`src/verilog/clk_gen_pkg.sv`:
```
// Register map, field layout and reset values of the CPU clock generator.
package clk_gen_pkg;

	// Register addresses on the CPU data space
	localparam logic [15:0] ADDR_SUB_OSC_MODE  = 16'hfff0;
	localparam logic [15:0] ADDR_PROC_CLK_CTRL = 16'hfffb;
	localparam logic [15:0] ADDR_SUBCLK_CTRL   = 16'hfff2;

	// Reset values
	localparam logic [7:0] RST_PROC_CLK_CTRL = 8'h02;
	localparam logic [7:0] RST_SUB_OSC_MODE  = 8'h00;
	localparam logic [7:0] RST_SUBCLK_CTRL   = 8'h00;

	// Field positions
	localparam int unsigned BIT_MAIN_OSC_STOP   = 7;
	localparam int unsigned BIT_MAIN_DIV_SEL    = 1;
	localparam int unsigned BIT_FEEDBACK_OFF    = 1;
	localparam int unsigned BIT_SUB_OSC_STOP    = 0;
	localparam int unsigned BIT_CPU_ON_SUB_STAT = 5;
	localparam int unsigned BIT_CPU_SRC_SEL     = 4;

	// Main clock divider for the slow main mode
	localparam logic [1:0] MAIN_DIV_LAST = 2'h3;

	// CPU clocks per shortest instruction
	localparam int unsigned CPU_CLKS_PER_INSTR = 2;

	// CPU-side register access
	typedef struct packed {
		logic [15:0] addr;
		logic        wr;
		logic        rd;
		logic [7:0]  wdata;
	} reg_req_s;

	// Clock enables handed to the peripherals
	typedef struct packed {
		logic main_full;
		logic main_div4;
		logic sub_timers;
	} periph_ticks_s;

endpackage

```
`src/verilog/cpu_clock_select.sv`:
```
// CPU clock selection, oscillator gating and peripheral clock enables.
//
// Overview of operation
// - Processor clock control resets to 02H
// - Bit 7 stops the main oscillator
// - Source and divide bits pick CPU clock
// - Shortest instruction spans two CPU clocks
// - Sub oscillator mode register resets to 00H
// - Bit 1 disconnects sub feedback resistor
// - Bit 0 stops the sub oscillator
// - Subclock control register resets to 00H
// - Bit 5 reports CPU running on subclock
// - Bit 4 selects sub or main source
// - Main oscillator held stopped during reset
// - Stop standby only allowed on main clock
// - Subclock reaches only the CPU, timers and LCD
// - Divider derives slow clocks from main clock
// - New selection waits for instruction boundary
`timescale 1ns/1ps
`default_nettype none

module cpu_clock_select
	import clk_gen_pkg::*;
(
	// Clock, reset and enable
	input  wire logic          core_clk_i,
	input  wire logic          reset_i,
	input  wire logic          ce_i,
	// Register access from the CPU
	input  wire reg_req_s      reg_req_i,
	output logic [7:0]         reg_rdata_o,
	// Oscillator pulses, one core cycle per oscillator period
	input  wire logic          main_osc_tick_i,
	input  wire logic          sub_osc_tick_i,
	// Oscillator controls
	output logic               main_osc_run_o,
	output logic               sub_osc_run_o,
	output logic               feedback_resistor_on_o,
	// CPU clock enable and instruction slot
	output logic               cpu_clk_en_o,
	output logic               instr_slot_o,
	output logic               cpu_on_sub_o,
	// Standby permissions
	output logic               stop_allowed_o,
	output logic               halt_allowed_o,
	// Peripheral clock enables
	output periph_ticks_s      periph_ticks_o
);

	// Programmable registers
	logic       main_osc_stop_ff;           // Main oscillator stop request
	logic       main_divide_select_ff;      // Slow main mode
	logic       feedback_resistor_off_ff;   // Sub feedback resistor disconnected
	logic       sub_osc_stop_ff;            // Sub oscillator stop request
	logic       cpu_source_select_ff;       // Requested CPU source
	logic       nxt_main_osc_stop;
	logic       nxt_main_divide_select;
	logic       nxt_feedback_resistor_off;
	logic       nxt_sub_osc_stop;
	logic       nxt_cpu_source_select;
	logic [7:0] rdata_ff;                   // Read data holding register
	logic [7:0] nxt_rdata;

	// Clocking state
	logic          act_src_ff;              // Source the CPU really runs on
	logic          act_div_ff;              // Divide ratio the CPU really uses
	logic [1:0]    div_cnt_ff;              // Main clock divide-by-four counter
	logic          sub_half_ff;             // Sub clock halving phase
	logic          slot_phase_ff;           // Second CPU clock of an instruction
	logic          main_run_ff;
	logic          sub_run_ff;
	logic          cpu_clk_ff;
	logic          slot_ff;
	logic          stop_ok_ff;
	periph_ticks_s ticks_ff;
	logic          nxt_act_src;
	logic          nxt_act_div;
	logic [1:0]    nxt_div_cnt;
	logic          nxt_sub_half;
	logic          nxt_slot_phase;
	logic          nxt_main_run;
	logic          nxt_sub_run;
	logic          nxt_cpu_clk;
	logic          nxt_slot;
	logic          nxt_stop_ok;
	periph_ticks_s nxt_ticks;

	// Gated oscillator pulses and derived ticks
	logic main_ok;
	logic sub_ok;
	logic div4_tick;
	logic sub_half_tick;
	logic cpu_tick;
	logic boundary;

	// Register writes and reads
	always_comb begin
		nxt_main_osc_stop         = main_osc_stop_ff;
		nxt_main_divide_select    = main_divide_select_ff;
		nxt_feedback_resistor_off = feedback_resistor_off_ff;
		nxt_sub_osc_stop          = sub_osc_stop_ff;
		nxt_cpu_source_select     = cpu_source_select_ff;
		nxt_rdata                 = rdata_ff;
		if (reg_req_i.wr) begin
			// Only the defined bits store; reserved bits are dropped
			case (reg_req_i.addr)
				ADDR_PROC_CLK_CTRL: begin
					nxt_main_osc_stop      = reg_req_i.wdata[BIT_MAIN_OSC_STOP];
					nxt_main_divide_select = reg_req_i.wdata[BIT_MAIN_DIV_SEL];
				end
				ADDR_SUB_OSC_MODE: begin
					nxt_feedback_resistor_off = reg_req_i.wdata[BIT_FEEDBACK_OFF];
					nxt_sub_osc_stop          = reg_req_i.wdata[BIT_SUB_OSC_STOP];
				end
				ADDR_SUBCLK_CTRL: begin
					// Status bit is read only, only the select stores
					nxt_cpu_source_select = reg_req_i.wdata[BIT_CPU_SRC_SEL];
				end
				default: begin
					// Other addresses belong to other blocks
				end
			endcase
		end
		if (reg_req_i.rd) begin
			nxt_rdata = 8'h00;
			case (reg_req_i.addr)
				ADDR_PROC_CLK_CTRL: begin
					nxt_rdata[BIT_MAIN_OSC_STOP] = main_osc_stop_ff;
					nxt_rdata[BIT_MAIN_DIV_SEL]  = main_divide_select_ff;
				end
				ADDR_SUB_OSC_MODE: begin
					nxt_rdata[BIT_FEEDBACK_OFF] = feedback_resistor_off_ff;
					nxt_rdata[BIT_SUB_OSC_STOP] = sub_osc_stop_ff;
				end
				ADDR_SUBCLK_CTRL: begin
					nxt_rdata[BIT_CPU_ON_SUB_STAT] = act_src_ff;
					nxt_rdata[BIT_CPU_SRC_SEL]     = cpu_source_select_ff;
				end
				default: begin
					nxt_rdata = 8'h00;
				end
			endcase
		end
	end

	// Register state; the enable freezes everything
	always_ff @(posedge core_clk_i or posedge reset_i) begin
		if (reset_i) begin
			main_osc_stop_ff         <= RST_PROC_CLK_CTRL[BIT_MAIN_OSC_STOP];
			main_divide_select_ff    <= RST_PROC_CLK_CTRL[BIT_MAIN_DIV_SEL];
			feedback_resistor_off_ff <= RST_SUB_OSC_MODE[BIT_FEEDBACK_OFF];
			sub_osc_stop_ff          <= RST_SUB_OSC_MODE[BIT_SUB_OSC_STOP];
			cpu_source_select_ff     <= RST_SUBCLK_CTRL[BIT_CPU_SRC_SEL];
			rdata_ff                 <= 8'h00;
		end else if (ce_i) begin
			main_osc_stop_ff         <= nxt_main_osc_stop;
			main_divide_select_ff    <= nxt_main_divide_select;
			feedback_resistor_off_ff <= nxt_feedback_resistor_off;
			sub_osc_stop_ff          <= nxt_sub_osc_stop;
			cpu_source_select_ff     <= nxt_cpu_source_select;
			rdata_ff                 <= nxt_rdata;
		end
	end

	// Oscillator pulses count only while the oscillator is let run
	assign main_ok       = main_osc_tick_i & main_run_ff;
	assign sub_ok        = sub_osc_tick_i & sub_run_ff;
	assign div4_tick     = main_ok & (div_cnt_ff == MAIN_DIV_LAST);
	assign sub_half_tick = sub_ok & sub_half_ff;
	// Source 1 ignores the divide bit, so 11 behaves as sub/2
	assign cpu_tick      = act_src_ff ? sub_half_tick
	                     : (act_div_ff ? div4_tick : main_ok);
	// Switching only after the second CPU clock of an instruction keeps every pulse whole
	assign boundary      = cpu_tick & slot_phase_ff;

	// Dividers, active selection and output enables
	always_comb begin
		nxt_div_cnt    = main_ok ? div_cnt_ff + 2'h1 : div_cnt_ff;
		nxt_sub_half   = sub_ok ? ~sub_half_ff : sub_half_ff;
		nxt_slot_phase = cpu_tick ? ~slot_phase_ff : slot_phase_ff;
		nxt_act_src    = act_src_ff;
		nxt_act_div    = act_div_ff;
		// Old clock keeps running until the instruction ends
		if (boundary) begin
			nxt_act_src = cpu_source_select_ff;
			nxt_act_div = main_divide_select_ff;
		end
		nxt_main_run   = ~main_osc_stop_ff;
		nxt_sub_run    = ~sub_osc_stop_ff;
		nxt_cpu_clk    = cpu_tick;
		nxt_slot       = boundary;
		nxt_stop_ok    = ~act_src_ff;
		// Timers, watch timer and LCD get the sub pulse; the rest run off main
		nxt_ticks.main_full  = main_ok;
		nxt_ticks.main_div4  = div4_tick;
		nxt_ticks.sub_timers = sub_ok;
	end

	// Clocking state registers
	always_ff @(posedge core_clk_i or posedge reset_i) begin
		if (reset_i) begin
			act_src_ff    <= RST_SUBCLK_CTRL[BIT_CPU_SRC_SEL];
			act_div_ff    <= RST_PROC_CLK_CTRL[BIT_MAIN_DIV_SEL];
			div_cnt_ff    <= 2'h0;
			sub_half_ff   <= 1'b0;
			slot_phase_ff <= 1'b0;
			main_run_ff   <= 1'b0;
			sub_run_ff    <= 1'b0;
			cpu_clk_ff    <= 1'b0;
			slot_ff       <= 1'b0;
			stop_ok_ff    <= 1'b1;
			ticks_ff      <= '0;
		end else if (ce_i) begin
			act_src_ff    <= nxt_act_src;
			act_div_ff    <= nxt_act_div;
			div_cnt_ff    <= nxt_div_cnt;
			sub_half_ff   <= nxt_sub_half;
			slot_phase_ff <= nxt_slot_phase;
			main_run_ff   <= nxt_main_run;
			sub_run_ff    <= nxt_sub_run;
			cpu_clk_ff    <= nxt_cpu_clk;
			slot_ff       <= nxt_slot;
			stop_ok_ff    <= nxt_stop_ok;
			ticks_ff      <= nxt_ticks;
		end
	end

	// Outputs from flip-flops, except the constant halt permission
	assign reg_rdata_o            = rdata_ff;
	assign main_osc_run_o         = main_run_ff;
	assign sub_osc_run_o          = sub_run_ff;
	assign feedback_resistor_on_o = ~feedback_resistor_off_ff;
	assign cpu_clk_en_o           = cpu_clk_ff;
	assign instr_slot_o           = slot_ff;
	assign cpu_on_sub_o           = act_src_ff;
	assign stop_allowed_o         = stop_ok_ff;
	assign halt_allowed_o         = 1'b1; // Halt is legal on either source
	assign periph_ticks_o         = ticks_ff;
endmodule

`default_nettype wire

```
`config.mk`:
```
export PLATFORM = sky130hd
export DESIGN_NAME = cpu_clock_select
export DESIGN_NICKNAME = d
export VERILOG_FILES = /design/src/verilog/clk_gen_pkg.sv /design/src/verilog/cpu_clock_select.sv
export SDC_FILE = /design/constraint.sdc
export NUM_CORES = 1
export LEC_CHECK = 0
export BUFFER_PORTS_ARGS = -buffer_cell sky130_fd_sc_hd__buf_2
export CELL_PAD_IN_SITES_DETAIL_PLACEMENT = 1
export CELL_PAD_IN_SITES_GLOBAL_PLACEMENT = 1
export CORE_MARGIN = 2
export CORE_UTILIZATION = 30
export CTS_CLUSTER_SIZE = 16
export DETAILED_ROUTE_END_ITERATION = 10
export PLACE_DENSITY_LB_ADDON = 0.05
export SLEW_MARGIN = 20
export SYNTH_ARGS = -nofsm -noshare
export SYNTH_HDL_FRONTEND = slang
export SYNTH_SLANG_ARGS = --single-unit
```
`constraint.sdc`:
```
create_clock -name core_clk_i -period 1.31 [get_ports core_clk_i]
set_input_delay 0.3275 -clock core_clk_i [delete_from_list [all_inputs] [get_ports core_clk_i]]
set_output_delay 0.3275 -clock core_clk_i [all_outputs]
set_load 0.05 [all_outputs]
```
# == Word level (Yosys, flattened, before mapping) ==
# Cells that the tools add are included.
# classes
n_lt_le_gt_ge,0
n_reduce_logical,8
multipliers,0
div_mod_pow,0
n_bitwise,11
n_mux,6
eq_ne,4
n_shift,0
add_sub_neg,1
# ops
op,count
"16-bit equality test, second input constant",3
2-bit AND reduction,5
3-bit AND reduction,3
1-bit inverter,6
1-bit AND,5
1-bit 2-to-1 mux,4
"2-bit by 1-bit adder with 2-bit output, second input constant",1
"2-bit equality test, second input constant",1
2-bit 2-to-1 mux,1
1-bit case mux with 2 select lines,1
# totals
word_cells,49
n_memories,0
ff_bits,24
latchBits,0
rom_bits,0
mem_bits_rw,0

# == Logic depth before layout (Yosys ltp) ==
# logic_depth
depth_word,6
mapped_depth,5
ltp_nobuf,5

# == Worst setup path before layout ==
# No wires, ideal clock.
# synth_path
path_type,register to register
from,"reg main_run_ff, in the netlist main_osc_run_o"
to,"reg act_src_ff, in the netlist cpu_on_sub_o"
path_stages_with_launch,5
arrival_time_ns,1.480
required_time_ns,1.185
setup_time_ns,0.125
period_less_slack_ns,1.604
path_slack_ns,-0.294
cell_sequence,dfrtp_1 -> nand2_1 -> o31ai_1 -> nand3_1 -> mux2_2
# synth_between
elab_chain_len,6
# synth_rtl
item,line,source
start: declaration,cpu_clock_select.sv:70,logic main_run_ff;
start signal: assignment,cpu_clock_select.sv:219,main_run_ff <= nxt_main_run;
1-bit AND *,cpu_clock_select.sv:166,assign main_ok = main_osc_tick_i & main_run_ff;
1-bit AND,cpu_clock_select.sv:168,assign div4_tick = main_ok & (div_cnt_ff == MAIN_DIV_LAST);
1-bit 2-to-1 mux *,cpu_clock_select.sv:172,: (act_div_ff ? div4_tick : main_ok);
1-bit 2-to-1 mux *,cpu_clock_select.sv:171,assign cpu_tick = act_src_ff ? sub_half_tick
1-bit AND *,cpu_clock_select.sv:174,assign boundary = cpu_tick & slot_phase_ff;
2-bit AND reduction (no source line) *,--,
end signal: assignment,cpu_clock_select.sv:202,act_src_ff <= RST_SUBCLK_CTRL[BIT_CPU_SRC_SEL];
end signal: assignment,cpu_clock_select.sv:214,act_src_ff <= nxt_act_src;
end: declaration,cpu_clock_select.sv:65,logic act_src_ff;
# Mark *: on every way between the ends. The rest lies on a longest branch, timed or not.
# A chain may end at the register's enable or synchronous reset.

# == Worst setup path in the final report ==
# layout_path
from,"reg act_src_ff, in the netlist cpu_on_sub_o"
to,"reg act_src_ff, in the netlist cpu_on_sub_o"
# layout_between
elab_chain_len,3
# layout_rtl
item,line
1-bit 2-to-1 mux,cpu_clock_select.sv:171
1-bit AND,cpu_clock_select.sv:174
2-bit AND reduction (no source line),--
# Every way passes these cells.

==> flow_metrics.env <==
export IMPL_htree_levels=1
export IMPL_critPathRequiredTime_ps=1520
export IMPL_syn_area_per_cell_um2=11.10
export IMPL_max_freq_ghz=0.7174
export IMPL_firstDrtPassIters=4
export IMPL_vias=936
export IMPL_multi_input_area_um2=531.8
export IMPL_synth_most_common_cell="dfrtp_1"
export IMPL_fin_tns_setup_ps=-238.1
export IMPL_clk_latency_ps=310
export IMPL_async_flop_share_pct=100.0
export IMPL_drc=0
export IMPL_cp_slowest_stage_delay_ps=460
export IMPL_finalCritPeriodShare_pct=106.4
export IMPL_regToRegSetupSlack_ps=-80
export IMPL_grt_pass1_wl_um=4623
export IMPL_violations="setup timing"
export IMPL_p_per_area_nw_per_um2=1063
export IMPL_cap_violations=0
export IMPL_area_delta_synth_final_pct=54.44
export IMPL_power_leakage_nw=0.8120
export IMPL_setup_violations=5
export IMPL_status="finished, violations left"
export IMPL_cts_root_buf="clkbuf_4"
export IMPL_cts_clk_slew_worst_paths_ps=140
export IMPL_reg2reg_to="cpu_on_sub_o"
export IMPL_ios=50
export IMPL_vdd_drop_max_v=0.0005236
export IMPL_die_w_um=64.52
export IMPL_p_int_w=0.001240
export IMPL_grt_usage_pct=14.38
export IMPL_p_sw_w=0.0005632
export IMPL_grt_pass1_vias=995
export IMPL_cts_tree="done"
export IMPL_core_region_area_um2=3416
export IMPL_setup_slack_ps=-83.92
export IMPL_cts_sinks=24
export IMPL_vias_per_cell=4.522
export IMPL_cts_buffers=3
export IMPL_path_class="reg2reg"
export IMPL_die_h_um=64.52
export IMPL_crit_path_start_kind="register"
export IMPL_ys_warn_count=0
export IMPL_largest_reg_flops=5
export IMPL_numPortBuffers=41
export IMPL_worst_path_max_fanout=3
export IMPL_final_net_count=194
export IMPL_maxSlewViolCount=0
export IMPL_cp_top_family="flip-flops"
export IMPL_die_area_um2=4162
export IMPL_hold_path_cell_count=2
export IMPL_place_inst=193
export IMPL_fin_skew_ps=8.242
export IMPL_seqPwrFrac_pct=49.9
export IMPL_p_sw_share_pct=31.22
export IMPL_path_cells="buf_4, nand4_1, o31ai_4, nand3_2, mux2_2"
export IMPL_synth_ff_type="dfrtp_1"
export IMPL_antenna_found_initial=0
export IMPL_r2r_start="cpu_on_sub_o"
export IMPL_gp_congestion=0.6841
export IMPL_worstPathArrival_ps=1600
export IMPL_drtIter0Drc=30
export IMPL_grt_max_degree=16
export IMPL_wl_um=2631
export IMPL_syn_area_um2=1099
export IMPL_min_from="reg_req_i[7]"
export IMPL_dp_slack_ps=-230.0
export IMPL_cp_slowest_cell="dfrtp_2"
export IMPL_rsz0062_at_grt="true"
export IMPL_synth_seq_cells=24
export IMPL_n_fill_cell=417
export IMPL_hold_class="in2reg"
export IMPL_synth_top_area_share_pct=47.84
export IMPL_yosys_area_top_type="dfrtp_1"
export IMPL_hold_viol=0
export IMPL_pwr_share_comb_pct=28.3
export IMPL_grt_overflow=0
export IMPL_synth_top_cells_by_area="dfrtp_1 48%, mux2_2 8.2%, dfstp_2 7.2%, nand2_1 4.4%, o21ai_0 4.1%"
export IMPL_min_period_ps=1394
export IMPL_critPathBufInv=1
export IMPL_hold_end="main_osc_stop_ff"
export IMPL_wl_per_cell_um=12.71
export IMPL_yosysSeqAreaShare_pct=55.01
export IMPL_finalNonFillerCells=207
export IMPL_synth_cells=99
export IMPL_reg2regPathDepth=5
export IMPL_place_hpwl_um=2035
export IMPL_final_seq_area_um2=608.1
export IMPL_placementRows=21
export IMPL_n_antenna_cell=0
export IMPL_synth_common_cells="21 x dfrtp_1, 13 x nand2_1, 9 x o21ai_0, 8 x mux2_2, 7 x inv_1"
export IMPL_synth_edf_count=0
export IMPL_clock_tree_buffer_depth=2
export IMPL_cp_end_kind="register"
export IMPL_drive_above_1_share_pct=57.14
export IMPL_ant_nets=0
export IMPL_synth_cell_type_count=25
export IMPL_clkPwrFrac_pct=21.8
export IMPL_start_util_pct=32.16
-- routing by layer --
layer  up-vias  wire [um]  track usage [%]
met4         0         24            5.585
met5         -          0                0
li1        461          -                -
met3         2        115            2.604
met1       452       1072            17.11
met2        21       1418            25.65
-- power groups by stage --
stage	Clock, W	Combinational [W]	Sequential [W]
floorplan	0	0.000190	0.000976
global placement	0	0.000405	0.000891
detailed placement	0	0.000423	0.000895
CTS	0.000419	0.000462	0.000884
global route	0.000448	0.000564	0.000911
finish	0.000393	0.000511	0.000900
-- how the worst max path moves through the flow --
stage | from | end | cells past startpoint
floorplan | main_osc_run_o | cpu_on_sub_o | 4
global placement | reg_req_i[10] | sub_osc_stop_ff | 5
detailed placement | reg_req_i[10] | feedback_resistor_off_ff | 5
CTS | div_cnt_ff[1] | cpu_on_sub_o | 5
global route | cpu_on_sub_o | cpu_on_sub_o | 5
finish | cpu_on_sub_o | cpu_on_sub_o | 5
-- cells by family after synthesis --
kind of cell	after synthesis	share of synthesized area [%]
multiplexers	8	8.201
AND/OR/NAND/NOR	33	19.25
AO/OA/AOI/OAI	15	7.403
flip-flops	24	55.01
buffers and inverters	13	5.922
other	2	0.6836
XOR/XNOR	3	2.392
adder cells (fa/ha/maj)	1	1.139
-- cells in the final DEF (no fill, tap or decap), types with 2 or more instances in the layout --
cell	instances
dfrtp_1	18
nand4_1	2
buf_6	3
o21ai_0	9
nand4_4	2
clkbuf_4	9
dfrtp_2	3
dfstp_2	3
conb_1	4
buf_4	19
mux2_2	8
nor2_1	3
nand3_1	5
buf_8	4
a21oi_1	3
nand2_2	2
nand2_1	11
inv_1	6
buf_2	29
xnor2_1	3
nor4_4	3
-- cell type report --
class	count	share of cell area, %
repair buffers	62	25.74
well taps	46	3.392
flip-flops and latches	24	35.84
multi-input cells	64	31.34
clock buffers	4	2.139
inverters	7	1.549
-- metrics by stage --
step	hold WS (ps)	total power, W	util (%)	area, um2
5_1_grt	220.9	0.001923	49.67	1697
3_3_place_gp	338.4	0.001296	43.26	1478
3_5_place_dp	340.0	0.001318	43.26	1478
2_1_floorplan	339.7	0.001166	-	1171
6_report	239.2	0.001804	49.67	1697
4_1_cts	225.1	0.001765	47.58	1625
-- repair_timing --
item / in CTS / in global routing
resized for setup: 17 / 14
hold buffers: 1 / 0
setup buffers: 6 / 3
pin swaps: 2 / 1
endpoints found under the setup margin: 8 / 17
hold endpoints to repair: 8 / 0
Note: power is estimated with default switching activity, not from simulation.
